## config.mk

```make
export PLATFORM = sky130hd
export DESIGN_NAME = sram_host_ctrl
export DESIGN_NICKNAME = d
export VERILOG_FILES = /design/src/design/sram_host_pkg.sv /design/src/design/phase_timer.sv /design/src/design/sram_host_ctrl.sv
export SDC_FILE = /design/constraint.sdc
export NUM_CORES = 1
export LEC_CHECK = 0
export ABC_AREA = 1
export BUFFER_PORTS_ARGS = -buffer_cell sky130_fd_sc_hd__buf_2
export CELL_PAD_IN_SITES_DETAIL_PLACEMENT = 1
export CELL_PAD_IN_SITES_GLOBAL_PLACEMENT = 1
export CORE_MARGIN = 3
export CORE_UTILIZATION = 38
export CTS_CLUSTER_SIZE = 40
export DETAILED_ROUTE_END_ITERATION = 6
export PLACE_DENSITY = 0.77
export SYNTH_ARGS = -nofsm -noshare
export SYNTH_HDL_FRONTEND = slang
export SYNTH_SLANG_ARGS = --single-unit
```

## constraint.sdc

```tcl
create_clock -name ref_clk -period 6.17 [get_ports ref_clk]
set_clock_uncertainty 0.15 [all_clocks]
set_input_delay 0.9255 -clock ref_clk [delete_from_list [all_inputs] [get_ports ref_clk]]
set_output_delay 0.9255 -clock ref_clk [all_outputs]
set_load 0.005 [all_outputs]
```

## src/design/sram_host_pkg.sv

```systemverilog
// shared constants for the asynchronous static ram host controller
package sram_host_pkg;

  // ---------------------------------------------------------------
  // memory geometry
  // ---------------------------------------------------------------
  localparam int ADDR_W = 19;
  localparam int DATA_W = 16;
  localparam int BYTE_W = 8;

  // ---------------------------------------------------------------
  // timing, in nanoseconds and in ref_clk cycles
  // ---------------------------------------------------------------
  localparam int CLK_PERIOD_NS    = 100;
  localparam int T_WE_PULSE_NS    = 35;
  localparam int T_READ_ACCESS_NS = 45;
  localparam int T_HIGH_Z_NS      = 18;
  // least times round up, none below one cycle
  localparam int WE_PULSE_CYC = (T_WE_PULSE_NS + CLK_PERIOD_NS - 1) / CLK_PERIOD_NS;
  localparam int READ_CYC     = (T_READ_ACCESS_NS + CLK_PERIOD_NS - 1) / CLK_PERIOD_NS;
  localparam int HIGH_Z_CYC   = (T_HIGH_Z_NS + CLK_PERIOD_NS - 1) / CLK_PERIOD_NS;
  localparam int TIMER_W      = 4;

  // ---------------------------------------------------------------
  // register map of the controller, byte addresses
  // ---------------------------------------------------------------
  localparam logic [4:0] OFS_ADDR   = 5'h00;
  localparam logic [4:0] OFS_WDATA  = 5'h04;
  localparam logic [4:0] OFS_CTRL   = 5'h08;
  localparam logic [4:0] OFS_STATUS = 5'h0C;
  localparam logic [4:0] OFS_RDATA  = 5'h10;

  // control fields
  localparam int CTRL_START_BIT = 0;
  localparam int CTRL_WRITE_BIT = 1;
  localparam int CTRL_LOWER_BIT = 2;
  localparam int CTRL_UPPER_BIT = 3;
  localparam int CTRL_OEOFF_BIT = 4;

  // status fields
  localparam int STAT_BUSY_BIT = 0;
  localparam int STAT_DONE_BIT = 1;
  localparam int STAT_ERR_BIT  = 2;

  // bus answers
  localparam logic [1:0] RESP_OKAY   = 2'h0;
  localparam logic [1:0] RESP_SLVERR = 2'h2;

  // reset values
  localparam logic [ADDR_W-1:0] ADDR_RST = 19'h00000;
  localparam logic [DATA_W-1:0] DATA_RST = 16'h0000;

  // ---------------------------------------------------------------
  // access sequencer
  // ---------------------------------------------------------------
  typedef enum logic [2:0] {
    ST_IDLE   = 3'h0,
    ST_SETUP  = 3'h1,
    ST_ACTIVE = 3'h3,
    ST_FINISH = 3'h2,
    ST_RECOV  = 3'h6
  } seq_state_t;

endpackage : sram_host_pkg

```

## src/design/phase_timer.sv

```systemverilog
// down counter that times one phase of a memory access
`timescale 1ns/1ps
module phase_timer (
  input  wire logic                                ref_clk,
  input  wire logic                                sys_rst,
  input  wire logic                                load,
  input  wire logic [sram_host_pkg::TIMER_W-1:0]  count,
  output logic                                     expired
);

  logic [sram_host_pkg::TIMER_W-1:0] count_reg;

  // ---------------------------------------------------------------
  // counter
  // ---------------------------------------------------------------
  always_ff @(posedge ref_clk or posedge sys_rst) begin
    if (sys_rst) begin
      count_reg <= 4'h0;
    end else if (load) begin
      count_reg <= count;
    end else if (count_reg != 4'h0) begin
      count_reg <= count_reg - 4'h1;
    end
  end

  // last cycle of the phase; a fresh load masks a stale expiry
  assign expired = (count_reg == 4'h1) && !load;

endmodule : phase_timer

```

## src/design/sram_host_ctrl.sv

```systemverilog
// host controller driving an asynchronous 512k x 16 static ram, axi4-lite command side
//
// Overview of operation
// - write starts only with all qualifiers active; any one inactive ends it.
// - data setup and hold are referred to the edge that ends the write.
// - host never drives data while the ram may drive its pins.
// - lane enables must not toggle while deselected by chip selects.
// - strobe stays high throughout every read.
// - address valid before or together with selects and lanes going active.
//
// Implementation choices: the AXI4-Lite interface to the registers and the register addresses.
`timescale 1ns/1ps
module sram_host_ctrl (
  input  wire logic                               ref_clk,
  input  wire logic                               sys_rst,
  // axi4-lite slave
  input  wire logic [31:0]                        s_axi_awaddr,
  input  wire logic                               s_axi_awvalid,
  output logic                                    s_axi_awready,
  input  wire logic [31:0]                        s_axi_wdata,
  input  wire logic [3:0]                         s_axi_wstrb,
  input  wire logic                               s_axi_wvalid,
  output logic                                    s_axi_wready,
  output logic [1:0]                              s_axi_bresp,
  output logic                                    s_axi_bvalid,
  input  wire logic                               s_axi_bready,
  input  wire logic [31:0]                        s_axi_araddr,
  input  wire logic                               s_axi_arvalid,
  output logic                                    s_axi_arready,
  output logic [31:0]                             s_axi_rdata,
  output logic [1:0]                              s_axi_rresp,
  output logic                                    s_axi_rvalid,
  input  wire logic                               s_axi_rready,
  // memory pins
  output logic [sram_host_pkg::ADDR_W-1:0]        mem_addr,
  output logic                                    chip_sel_n,
  output logic                                    chip_sel,
  output logic                                    write_n,
  output logic                                    out_en_n,
  output logic                                    upper_lane_n,
  output logic                                    lower_lane_n,
  input  wire logic [sram_host_pkg::DATA_W-1:0]   data_in,
  output logic [sram_host_pkg::DATA_W-1:0]        data_out,
  output logic                                    data_oe
);

  // ---------------------------------------------------------------
  // declarations
  // ---------------------------------------------------------------
  sram_host_pkg::seq_state_t              state_reg;
  logic [sram_host_pkg::ADDR_W-1:0]       cmd_addr_reg;
  logic [sram_host_pkg::DATA_W-1:0]       cmd_wdata_reg;
  logic [sram_host_pkg::DATA_W-1:0]       rd_data_reg;
  logic                                   cmd_write_reg;
  logic                                   cmd_lower_reg;
  logic                                   cmd_upper_reg;
  logic                                   cmd_oeoff_reg;
  logic                                   done_reg;
  logic                                   err_reg;
  logic                                   aw_got_reg;
  logic                                   w_got_reg;
  logic [4:0]                             aw_ofs_reg;
  logic [31:0]                            w_data_reg;
  logic [3:0]                             w_strb_reg;
  logic                                   bus_wr;
  logic                                   start_req;
  logic                                   start_ok;
  logic                                   clear_done;
  logic                                   clear_err;
  logic                                   finish_now;
  logic                                   timer_load;
  logic [sram_host_pkg::TIMER_W-1:0]      timer_count;
  logic                                   timer_expired;
  logic                                   busy;
  logic [31:0]                            rd_word;
  logic                                   rd_hit;

  assign busy = (state_reg != sram_host_pkg::ST_IDLE);

  // ---------------------------------------------------------------
  // axi4-lite write channels
  // ---------------------------------------------------------------
  // address and data are taken in either order; the write acts once both are held
  always_ff @(posedge ref_clk or posedge sys_rst) begin
    if (sys_rst) begin
      s_axi_awready <= 1'b0;
      aw_got_reg    <= 1'b0;
      aw_ofs_reg    <= 5'h00;
    end else if (s_axi_awvalid && s_axi_awready) begin
      s_axi_awready <= 1'b0;
      aw_got_reg    <= 1'b1;
      aw_ofs_reg    <= s_axi_awaddr[4:0];
    end else if (bus_wr) begin
      aw_got_reg    <= 1'b0;
    end else begin
      s_axi_awready <= s_axi_awvalid && !aw_got_reg && !s_axi_bvalid;
    end
  end

  always_ff @(posedge ref_clk or posedge sys_rst) begin
    if (sys_rst) begin
      s_axi_wready <= 1'b0;
      w_got_reg    <= 1'b0;
      w_data_reg   <= 32'h00000000;
      w_strb_reg   <= 4'h0;
    end else if (s_axi_wvalid && s_axi_wready) begin
      s_axi_wready <= 1'b0;
      w_got_reg    <= 1'b1;
      w_data_reg   <= s_axi_wdata;
      w_strb_reg   <= s_axi_wstrb;
    end else if (bus_wr) begin
      w_got_reg    <= 1'b0;
    end else begin
      s_axi_wready <= s_axi_wvalid && !w_got_reg && !s_axi_bvalid;
    end
  end

  assign bus_wr = aw_got_reg && w_got_reg && !s_axi_bvalid;

  always_ff @(posedge ref_clk or posedge sys_rst) begin
    if (sys_rst) begin
      s_axi_bvalid <= 1'b0;
      s_axi_bresp  <= sram_host_pkg::RESP_OKAY;
    end else if (bus_wr) begin
      s_axi_bvalid <= 1'b1;
      s_axi_bresp  <= (aw_ofs_reg[1:0] != 2'h0 || aw_ofs_reg > sram_host_pkg::OFS_STATUS) ?
                      sram_host_pkg::RESP_SLVERR : sram_host_pkg::RESP_OKAY;
    end else if (s_axi_bready) begin
      s_axi_bvalid <= 1'b0;
    end
  end

  // ---------------------------------------------------------------
  // command registers
  // ---------------------------------------------------------------
  always_ff @(posedge ref_clk or posedge sys_rst) begin
    if (sys_rst) begin
      cmd_addr_reg  <= sram_host_pkg::ADDR_RST;
      cmd_wdata_reg <= sram_host_pkg::DATA_RST;
    end else if (bus_wr && !busy) begin
      // address and data are frozen while an access runs
      if (aw_ofs_reg == sram_host_pkg::OFS_ADDR) begin
        if (w_strb_reg[0]) cmd_addr_reg[7:0]   <= w_data_reg[7:0];
        if (w_strb_reg[1]) cmd_addr_reg[15:8]  <= w_data_reg[15:8];
        if (w_strb_reg[2]) cmd_addr_reg[18:16] <= w_data_reg[18:16];
      end
      if (aw_ofs_reg == sram_host_pkg::OFS_WDATA) begin
        if (w_strb_reg[0]) cmd_wdata_reg[7:0]  <= w_data_reg[7:0];
        if (w_strb_reg[1]) cmd_wdata_reg[15:8] <= w_data_reg[15:8];
      end
    end
  end

  assign start_req = bus_wr && aw_ofs_reg == sram_host_pkg::OFS_CTRL && w_strb_reg[0]
                     && w_data_reg[sram_host_pkg::CTRL_START_BIT];
  // a command with no lane enabled would only deselect the ram, so it is refused
  assign start_ok  = start_req && !busy && (w_data_reg[sram_host_pkg::CTRL_LOWER_BIT]
                     || w_data_reg[sram_host_pkg::CTRL_UPPER_BIT]);
  assign clear_done = bus_wr && aw_ofs_reg == sram_host_pkg::OFS_STATUS && w_strb_reg[0]
                      && w_data_reg[sram_host_pkg::STAT_DONE_BIT];
  assign clear_err  = bus_wr && aw_ofs_reg == sram_host_pkg::OFS_STATUS && w_strb_reg[0]
                      && w_data_reg[sram_host_pkg::STAT_ERR_BIT];

  always_ff @(posedge ref_clk or posedge sys_rst) begin
    if (sys_rst) begin
      cmd_write_reg <= 1'b0;
      cmd_lower_reg <= 1'b0;
      cmd_upper_reg <= 1'b0;
      cmd_oeoff_reg <= 1'b0;
    end else if (start_ok) begin
      cmd_write_reg <= w_data_reg[sram_host_pkg::CTRL_WRITE_BIT];
      cmd_lower_reg <= w_data_reg[sram_host_pkg::CTRL_LOWER_BIT];
      cmd_upper_reg <= w_data_reg[sram_host_pkg::CTRL_UPPER_BIT];
      cmd_oeoff_reg <= w_data_reg[sram_host_pkg::CTRL_OEOFF_BIT];
    end
  end

  // sticky flags; a new event wins over a clear in the same cycle
  always_ff @(posedge ref_clk or posedge sys_rst) begin
    if (sys_rst) begin
      done_reg <= 1'b0;
      err_reg  <= 1'b0;
    end else begin
      done_reg <= finish_now || (done_reg && !clear_done);
      err_reg  <= (start_req && !start_ok) || (err_reg && !clear_err);
    end
  end

  // ---------------------------------------------------------------
  // axi4-lite read channel
  // ---------------------------------------------------------------
  always_comb begin
    rd_hit  = 1'b1;
    rd_word = 32'h00000000;
    unique case (s_axi_araddr[4:0])
      sram_host_pkg::OFS_ADDR:   rd_word[18:0] = cmd_addr_reg;
      sram_host_pkg::OFS_WDATA:  rd_word[15:0] = cmd_wdata_reg;
      sram_host_pkg::OFS_CTRL:   rd_word[4:1]  = {cmd_oeoff_reg, cmd_upper_reg, cmd_lower_reg, cmd_write_reg};
      sram_host_pkg::OFS_STATUS: rd_word[2:0]  = {err_reg, done_reg, busy};
      sram_host_pkg::OFS_RDATA:  rd_word[15:0] = rd_data_reg;
      default:                   rd_hit        = 1'b0;
    endcase
  end

  always_ff @(posedge ref_clk or posedge sys_rst) begin
    if (sys_rst) begin
      s_axi_arready <= 1'b0;
      s_axi_rvalid  <= 1'b0;
      s_axi_rdata   <= 32'h00000000;
      s_axi_rresp   <= sram_host_pkg::RESP_OKAY;
    end else if (s_axi_arvalid && s_axi_arready) begin
      s_axi_arready <= 1'b0;
      s_axi_rvalid  <= 1'b1;
      s_axi_rdata   <= rd_word;
      s_axi_rresp   <= rd_hit ? sram_host_pkg::RESP_OKAY : sram_host_pkg::RESP_SLVERR;
    end else if (s_axi_rvalid) begin
      if (s_axi_rready) s_axi_rvalid <= 1'b0;
    end else begin
      s_axi_arready <= s_axi_arvalid;
    end
  end

  // ---------------------------------------------------------------
  // access sequencer and pins
  // ---------------------------------------------------------------
  phase_timer u_timer (
    .ref_clk (ref_clk),
    .sys_rst (sys_rst),
    .load    (timer_load),
    .count   (timer_count),
    .expired (timer_expired)
  );

  assign timer_load  = (state_reg == sram_host_pkg::ST_SETUP)
                       || (state_reg == sram_host_pkg::ST_FINISH);
  assign timer_count = (state_reg == sram_host_pkg::ST_FINISH) ? 4'(sram_host_pkg::HIGH_Z_CYC) :
                       cmd_write_reg ? 4'(sram_host_pkg::WE_PULSE_CYC) : 4'(sram_host_pkg::READ_CYC);
  assign finish_now  = (state_reg == sram_host_pkg::ST_RECOV) && timer_expired;

  always_ff @(posedge ref_clk or posedge sys_rst) begin
    if (sys_rst) begin
      state_reg    <= sram_host_pkg::ST_IDLE;
      mem_addr     <= sram_host_pkg::ADDR_RST;
      chip_sel_n   <= 1'b1;
      chip_sel     <= 1'b0;
      write_n      <= 1'b1;
      out_en_n     <= 1'b1;
      upper_lane_n <= 1'b1;
      lower_lane_n <= 1'b1;
      data_out     <= sram_host_pkg::DATA_RST;
      data_oe      <= 1'b0;
    end else begin
      unique case (state_reg)
        sram_host_pkg::ST_IDLE: if (start_ok) begin
          mem_addr  <= cmd_addr_reg;
          state_reg <= sram_host_pkg::ST_SETUP;
        end
        sram_host_pkg::ST_SETUP: begin
          // selects and lanes move together, never lanes alone while deselected
          chip_sel_n   <= 1'b0;
          chip_sel     <= 1'b1;
          upper_lane_n <= !cmd_upper_reg;
          lower_lane_n <= !cmd_lower_reg;
          // write data goes out with output enable high, so the ram cannot fight it
          data_out     <= cmd_wdata_reg;
          data_oe      <= cmd_write_reg;
          write_n      <= !cmd_write_reg;
          out_en_n     <= cmd_write_reg || cmd_oeoff_reg;
          state_reg    <= sram_host_pkg::ST_ACTIVE;
        end
        sram_host_pkg::ST_ACTIVE: if (timer_expired) begin
          // the strobe ends the write; data held one cycle past that edge
          write_n   <= 1'b1;
          out_en_n  <= 1'b1;
          state_reg <= sram_host_pkg::ST_FINISH;
        end
        sram_host_pkg::ST_FINISH: begin
          // both selects drop together with the strobe already high
          chip_sel_n   <= 1'b1;
          chip_sel     <= 1'b0;
          upper_lane_n <= 1'b1;
          lower_lane_n <= 1'b1;
          data_oe      <= 1'b0;
          state_reg    <= sram_host_pkg::ST_RECOV;
        end
        sram_host_pkg::ST_RECOV: if (timer_expired) begin
          state_reg <= sram_host_pkg::ST_IDLE;
        end
        default: state_reg <= sram_host_pkg::ST_IDLE;
      endcase
    end
  end

  // read data taken at the edge that closes the output-enable phase
  always_ff @(posedge ref_clk or posedge sys_rst) begin
    if (sys_rst) begin
      rd_data_reg <= sram_host_pkg::DATA_RST;
    end else if (state_reg == sram_host_pkg::ST_ACTIVE && timer_expired && !out_en_n) begin
      // floating lanes read back as zero
      rd_data_reg <= {upper_lane_n ? 8'h00 : data_in[15:8], lower_lane_n ? 8'h00 : data_in[7:0]};
    end
  end
endmodule : sram_host_ctrl

```

* Yosys cells after proc, flatten, opt, wreduce, memory -nomap -nowiden *
Index checks and enable logic that the tools add are counted.

operators by class
  add/subtract/negate cells = 1
  order comparisons = 1
  equal/unequal tests = 18
  muxes and demuxes = 38
  reductions and logical operators = 65

operators with widths
  kind                  number
  $pmux W11 S3          1
  $logic_and A1 B1 Y1   26
  $eq A5 B4 Y1 const B  4
  $reduce_and A3 Y1     6
  $mux W1               16
  $mux W8               2
  $pmux W3 S5           1
  $pmux W1 S2           7
  $reduce_bool A2 Y1    7
  $logic_not A1 Y1      12
  $mux W3               4
  $eq A5 B3 Y1 const B  2
  $logic_not A5 Y1      2
  $pmux W2 S5           1
  $mux W4               2
  $pmux W2 S4           1
  $eq A3 B2 Y1 const B  2
  $logic_or A1 B1 Y1    6
  $ne A2 B1 Y1 const B  3
  $ne A2 B2 Y1 const B  3
  $eq A5 B5 Y1 const B  1
  $gt A5 B4 Y1 const B  1
  $reduce_or A5 Y1      1
  $eq A4 B1 Y1 const B  1
  9 further kinds       11

storage, ports and cells
  flip-flop bits (word level) = 163
  input bits = 123
  logic and storage cells = 159

* Logic depth before layout (Yosys ltp) *
Gate-level depths: netlist of run 1.

  word-level depth = 10
  depth in mapped cells = 9
  mapped depth without buffers = 8

* By module *
Synthesis of run 1 repeated with hierarchy kept, for this count alone.

unflattened totals
  cells, all modules = 799
  area, all modules = 7205.7 um2

by module, submodules not included
  module          times used  cells an instance  area an instance (um2)
  sram_host_ctrl  1           761                6925.4
  phase_timer     1           38                 280.3

* Worst setup path before layout of run 1 *
OpenSTA, ideal clock, no wires.

  kind = input port to flip-flop
  from = input port s_axi_araddr[1]
  to = register s_axi_rdata[1]
  library setup time = 0.077 ns
  data arrival time = 1.697 ns
  slack = 4.246 ns
  cell stages on the path = 6
  buffers on the path = 1
  cell sequence = nor2_2 clkbuf_1 nand4_1 nand2_1 inv_1 a21oi_1

between the ends
  cells in the longest elaborated chain, start to end = 2
  elaborated cells between the ends (all ways) = 6
  those cells by class = eq/ne (4); mux (1); reduce/logical (1)

ends and longest elaborated chain
  item                                  line                   text
  start: declaration                    sram_host_ctrl.sv:27   input wire logic [31:0] s_axi_araddr,
  $eq A5 B5 Y1 (tied with other cells)  sram_host_ctrl.sv:195  unique case (s_axi_araddr[4:0])
  $pmux W2 S5 *                         sram_host_ctrl.sv:195
  end signal: assignment                sram_host_ctrl.sv:214  s_axi_rdata <= rd_word;
  end: declaration                      sram_host_ctrl.sv:30   output logic [31:0] s_axi_rdata,

Every way passes the cells marked *; elsewhere a longest branch is shown, timed or not.
A chain may end at the register's enable or synchronous reset.

* Worst setup path in the final report of run 1 *
  from = register state_reg[1]
  to = register mem_addr[7] in the netlist's numbering

between the ends
  cells in the longest elaborated chain, start to end = 5
  elaborated cells between the ends (all ways) = 6
  those cells by class = reduce/logical (6)

ends and longest elaborated chain
  item                                  line                   text
  start: declaration                    sram_host_ctrl.sv:50   sram_host_pkg::seq_state_t state_reg;
  start signal: assignment              sram_host_ctrl.sv:242  state_reg <= sram_host_pkg::ST_IDLE;
  start signal: assignment              sram_host_ctrl.sv:256  state_reg <= sram_host_pkg::ST_SETUP;
  start signal: assignment              sram_host_ctrl.sv:269  state_reg <= sram_host_pkg::ST_ACTIVE;
  $reduce_bool A3 Y1                    sram_host_ctrl.sv:78   assign busy = (state_reg != sram_host_pkg::ST_IDLE);
  $logic_not A1 Y1                      sram_host_ctrl.sv:157  assign start_ok = start_req && !busy && (w_data_reg[sram_host_pkg::CTRL_LOWER_BIT]
  $logic_and A1 B1 Y1 (2 in a row)      sram_host_ctrl.sv:157
  $reduce_and A2 Y1 (no source line) *  n/a
  end signal: assignment                sram_host_ctrl.sv:243  mem_addr <= sram_host_pkg::ADDR_RST;
  end signal: assignment                sram_host_ctrl.sv:255  mem_addr <= cmd_addr_reg;
  end: declaration                      sram_host_ctrl.sv:35   output logic [sram_host_pkg::ADDR_W-1:0] mem_addr,

Marks and branches as above.

==> impl_results.md, run 1 <==
* Post-Synthesis Cell Area at 7050 um2
* Crit path max fanout at 47
* Final wirelength at 18900 um
* CTS H-tree depth at 4
* Status: finished, final reports clean
* Relative slew slack at 27.7%
* Largest net degree at the start of global routing at 86
* First-pass GRT wire length at 30800 um
* Chip height at 142 um
* Root buffer cell: clkbuf_16
* Clock latency on the worst-skew pair at 0.43 ns
* WP data arrival at 2.68 ns
* HP Class: reg -> reg
* Synth cell types at 32
* Initial core utilization at 39.0%
* Die area at 20200 um2
* Finished Core Util at 46.6%
* Row cnt at 49
* Static leakage at 4.31 nW
* Routed vias/inst at 4.90
* CP endpoint kind: flop
* Minimum clock period at 2.55 ns
* Clock slew at reported path FFs at 0.06 ns
* Layout Nets at 1031
* TritonCTS clock tree: yes
* I/O pin cnt at 206
* Setup TNS at 0 ns
* Final HPWL DP at 13300 um
* Post-route ant nets at 0
* Syn avg cell area at 8.90 um2
* CP Launch Type: flop
* Final hold vios at 0
* Main area contributors after synthesis: dfrtp_1, nand2_1, o21ai_2, inv_1, o21ai_0
* Worst-Margin Slew at 1.08 ns
* Post-CTS sizing at 0
* Detailed Routing Iterations Pass 1 at 4
* Top-area cell type share of the netlist area at 55.4%
* Maximum root-to-sink buffer count at 2
* Final count of pins violating max slew at 0
* Chip width at 142 um
* Final Instance Count excl. Fillers at 1147
* Initial antenna violation count at 0
* Tcrit/Tclk final at 41.4%
* Worst IR Drop VDD at 210 uV
* Wire per inst at 16.4 um
* FF-to-FF setup slack at 3.62 ns
* Layout cells sized above 1 at 23.7%
* Overall global routing resource usage at 19.4%
* Core area at 18100 um2
* Fmax at 0.392 GHz
* Area leader, netlist: dfrtp_1
* Area delta synth->final at 19.5%
* Global route total overflow at 0
* Register bit total from synthesis at 161
* Diodes inserted at 0
* Max-cap viol count at 0
* Power per cell area at 429 nW/um2
* Syn Inst Count at 792
* Port Buffer Count at 122
* Post-CTS setup buffer count at 0
* CTS sink count at 161
* RSZ-0062 raised after global routing: false
* GP Congestion at 0.808
* Post-synthesis sequential area ratio at 57.2%
* # fillers at 2137
* CP Data Required Time at 6.30 ns
* Inserted Clock Buffers at 17
* Setup violators final at 0
* Post-Place Cells at 1116
* Crit path kind: reg -> reg
* Starting DRC count in detailed routing at 225
* Vias at 5626
* CTS Hold Bufs at 0
* Vias in the first global route at 5821
* Synth warn at 0
* DRC at 0
[report_power, final]
part / internal, mW / switching [mW]
Combinational: 0.278 / 0.556
Sequential: 1.36 / 0.212
Clock: 0.780 / 0.433
[cell usage after synthesis (all sizes together)]
master / n
a21oi: 21
o211ai: 2
xor2: 1
o21ai: 96
clkbuf: 13
nand2: 273
nor3: 5
a21boi: 1
ha: 2
conb: 1
nand3b: 1
dfrtp: 156
a31oi: 1
o31ai: 4
inv: 73
buf: 32
clkinv: 1
nor2: 41
dfstp: 5
nand3: 36
nand4: 27
[metal layers]
metal | vias to the layer above | wire (um) | global-route usage [%] | part of all wire [%]
met5 | - | 0 | 0 | 0
met4 | 0 | 145 | 4.19 | 0.77
met3 | 14 | 964 | 5.85 | 5.1
met2 | 121 | 8820 | 30.2 | 47
met1 | 2751 | 8940 | 27.2 | 47
li1 | 2740 | - | - | -
[path summary, 6_finish.rpt]
| check | from | endpoint | cells past startpoint |
|---|---|---|---|
| setup / recovery | state_reg[1] | mem_addr[7] | 6 |
| hold / removal | chip_sel_n | chip_sel_n | 2 |
| setup reg to reg | state_reg[1] | mem_addr[7] | 6 |
| hold reg to reg | chip_sel_n | chip_sel_n | 2 |
| max in group asynchronous | sys_rst | rd_data_reg[11] | 3 |
| min in group asynchronous | sys_rst | aw_ofs_reg[1] | 2 |
[kinds of logic (layout without fill, tap and decap cells)]
kind of cell,count (synthesis),in the layout,share of synthesized area (%)
adder cells (fa/ha/maj),2,2,0.355
flip-flops,161,161,57.2
AND/OR/NAND/NOR,383,383,23.4
buffers and inverters,119,231,7.97
AO/OA/AOI/OAI,125,125,10.8
XOR/XNOR,1,1,0.124
other,1,15,0.0532
[cell type report]
cell class,instances,area (um2),area share (%)
Clock buffer,22,464,5.51
Clock inverter,9,203,2.41
Inverter,74,283,3.36
Multi-Input combinational cell,526,2510,29.8
Sequential cell,161,4040,47.9
Tap cell,229,287,3.40
Timing Repair Buffer,126,641,7.61
[stage by stage]
stage / total power, mW / hold slack, ns / worst slack (ns) / cell area [um2]
4_1_cts: 3.66 / 0.314 / 3.57 / 8420
6_report: 3.62 / 0.312 / 3.62 / 8420
3_3_place_gp: 2.38 / 0.300 / 3.17 / 7760
3_5_place_dp: 2.42 / 0.304 / 3.18 / 7760
5_1_grt: 3.86 / 0.322 / 3.31 / 8420
2_1_floorplan: 2.10 / 0.297 / 0.755 / 7100
[critical path, stage by stage (launching register included)]
cell and delay (ns):
dfrtp_1 0.43, nor2_1 0.16, nand2_1 0.19, nor2_1 0.19
nand3_2 0.82, nand2_1 0.34, o21ai_2 0.08
[cells in the final DEF (no fill, tap or decap), types with 2 or more instances in the layout]
cell type / synthesis / routed
a21oi_1: 21 / 21
buf_2: 8 / 122
buf_4: 20 / 4
bufinv_16: 0 / 6
clkbuf_1: 13 / 3
clkbuf_16: 0 / 17
clkbuf_8: 0 / 2
conb_1: 1 / 15
dfrtp_1: 156 / 156
dfstp_2: 5 / 5
ha_1: 2 / 2
inv_1: 66 / 65
inv_2: 7 / 7
inv_6: 0 / 2
nand2_1: 272 / 272
nand3_1: 31 / 30
nand3_2: 5 / 6
nand4_1: 27 / 27
nor2_1: 32 / 32
nor2_2: 5 / 5
nor2_4: 4 / 4
nor3_1: 2 / 2
nor3_2: 2 / 2
o211ai_1: 2 / 2
o21ai_0: 34 / 34
o21ai_1: 30 / 30
o21ai_2: 32 / 32
o31ai_1: 4 / 4
No activity file was read; power rests on OpenSTA's default activity.
==> inputs of run 2 (changes only) <==
clock period = 2.5 ns   (was 6.17 ns; I/O delays follow)
==> run 2 against run 1 <==
Compared with the run above: utilization increased by 0.60 points; sequential power increased by 150%; global-route usage decreased by 0.29 points; setup slack got worse by 3.1 ns; clock power increased by 100%; sequential share of layout area decreased by 0.60 points; maximum frequency increased by 30%; die area unchanged; highest routed layer unchanged.
==> impl_results.md, run 2 (same netlist as run 1, synthesis figures left out) <==
* Port Buffer Count at 122 (unchanged)
* Diodes inserted at 0 (unchanged)
* I/O pin cnt at 206 (unchanged)
* Power per cell area at 986 nW/um2 (+130%)
* Commonest non-fill, non-tap cell in the layout: nand2_1
* Final Instance Count excl. Fillers at 1168 (+1.8%)
* Crit path kind: reg -> reg
* Sequential fraction of design power at 46.0% (+2.6 points)
* Sw frac at 35.0% (+1.8 points)
* Layout Nets at 1051 (+1.9%)
* WL met1 at 9120 um (+2.0%)
* Chip width at 142 um (unchanged)
* NetSw at 2.95 mW (+150%)
* Status: finished, final reports clean
* Wire per inst at 16.0 um (-2.9%)
* Static leakage at 4.36 nW (+1.1%)
* CP Launch Type: flop
* Vias at 5612 (-0.25%)
* GP Congestion at 0.794 (-1.7%)
* Setup violators final at 0 (unchanged)
* Detailed Routing Iterations Pass 1 at 4 (unchanged)
* CP endpoint kind: flop
* Post-route ant nets at 0 (unchanged)
* Clock latency on the worst-skew pair at 0.42 ns (about the same)
* Layout cells sized above 1 at 24.0% (+0.21 points)
* Worst-Margin Slew at 0.595 ns (-0.489 ns)
* Final hold slack at 0.00980 ns (-0.303 ns)
* Inserted Clock Buffers at 17 (unchanged)
* Relative slew slack at 60.1% (+32 points)
* Reg2Reg Depth at 6 (unchanged)
* Area delta synth->final at 21.0%
* Vias in the first global route at 5780 (-0.70%)
* Tcrit/Tclk final at 78.6% (+37 points)
* DRC at 0 (unchanged)
* Largest net degree at the start of global routing at 60 (-30%)
* Wire length on met3 at 946 um (-1.9%)
* Uppermost layer routed: met4
* Met2 Wirelength at 8340 um (-5.4%)
* Gate power share at 25.2% (+2.1 points)
* Initial core utilization at 39.0% (unchanged)
* Fmax at 0.509 GHz (+30%)
* Worst IR Drop VDD at 525 uV (+150%)
* Final Worst Setup Slack at 0.534 ns (-3.08 ns)
* # fillers at 2151 (+0.66%)
* CTS sink count at 161 (unchanged)
* Global route total overflow at 0 (unchanged)
* Row cnt at 49 (unchanged)
* Routed vias/inst at 4.80 (-2.0%)
* Initial antenna violation count at 0 (unchanged)
* Max-cap viol count at 0 (unchanged)
* FF-to-FF setup slack at 0.53 ns (-3.08 ns)
* TritonCTS clock tree: yes
* Post-Place Cell Area at 7850 um2 (+1.2%)
* CTS H-tree depth at 4 (unchanged)
* Starting DRC count in detailed routing at 311 (+38%)
* Root buffer cell: clkbuf_16
* Final count of pins violating max slew at 0 (unchanged)
* WP data arrival at 2.11 ns (-0.57 ns)
* Final hold vios at 0 (unchanged)
* Die area at 20200 um2 (unchanged)
* Final wirelength at 18600 um (-1.2%)
* Internal power at 5.46 mW (+130%)
* Crit path max fanout at 16 (-66%)
* Core area at 18100 um2 (unchanged)
* Most frequent cells in the layout: nand2_1, dfrtp_1, buf_2, inv_1, o21ai_0
* First-pass GRT wire length at 30500 um (-0.72%)
* Chip height at 142 um (unchanged)
* RSZ-0062 raised after global routing: false
* Post-CTS sizing at 0 (unchanged)
* Post-Place Cells at 1122 (+0.54%)
* Hold path depth at 2 (unchanged)
* Maximum root-to-sink buffer count at 2 (unchanged)
* Minimum clock period at 1.97 ns (-0.587 ns)
* Overall global routing resource usage at 19.2% (-0.29 points)
* Dpl ws at 0.577 ns (-2.61 ns)
* Clock slew at reported path FFs at 0.06 ns (about the same)
* CP Data Required Time at 2.65 ns (-3.65 ns)
* Clock power frac at 28.8% (-4.7 points)
* HP Class: in -> reg
* Final HPWL DP at 13500 um (+1.6%)
* Post-route cell area at 8530 um2 (+1.3%)
* Post-CTS setup buffer count at 0 (unchanged)
* Pwr Total at 8.41 mW (+130%)
## run 2: power groups by stage
stage / Combinational [mW] / Sequential, mW / Clock, mW
2_1_floorplan: 1.43 / 3.75 / 0
4_1_cts: 2.17 / 3.87 / 2.49
5_1_grt: 2.45 / 3.95 / 2.62
6_report: 2.12 / 3.87 / 2.42
3_3_place_gp: 2.03 / 3.88 / 0
3_5_place_dp: 2.12 / 3.90 / 0
## run 2: worst max-delay path, cell delays in order, from the launching register on
cell and delay [ns]:
dfrtp_1 0.42, nor2_1 0.17, nand2_1 0.20, nor2_4 0.23
nand3_2 0.38, nand2_1 0.21, o21ai_2 0.08
## run 2: timing repair
item / CTS / global route
hold buffers: 14 / 0
endpoints found under the hold margin: 30 / 0
endpoints found under the setup margin: 0 / 0
## run 2: through the flow
step	setup TNS [ns]	utilization, %
floorplan	-9.94	-
global placement	0	43.4
detailed placement	0	43.4
CTS	0	47.2
global route	0	47.2
finish	0	47.2
## run 2: worst paths after layout
path / end / from
worst max-delay path: cmd_addr_reg[12] / state_reg[1]
worst min-delay path: s_axi_rvalid / s_axi_rready
worst max register to register: cmd_addr_reg[12] / state_reg[1]
worst min register to register: write_n / write_n
max in group asynchronous: cmd_addr_reg[16] / sys_rst
min in group asynchronous: data_out[0] / sys_rst
## run 2: routing by layer
layer / vias up / global-route usage [%]
li1: 2787 / -
met1: 2689 / 27.5
met2: 119 / 29.4
met3: 17 / 3.93
met4: 0 / 5.81
met5: - / 0
## run 2: area by class of cell
| cell class | count | area, um2 | area share (%) |
|---|---|---|---|
| Clock buffer | 21 | 450 | 5.28 |
| Clock inverter | 11 | 90.1 | 1.06 |
| Inverter | 74 | 282 | 3.30 |
| Multi-Input combinational cell | 526 | 2510 | 29.4 |
| Sequential cell | 161 | 4040 | 47.3 |
| Tap cell | 229 | 287 | 3.36 |
| Timing Repair Buffer | 146 | 876 | 10.3 |
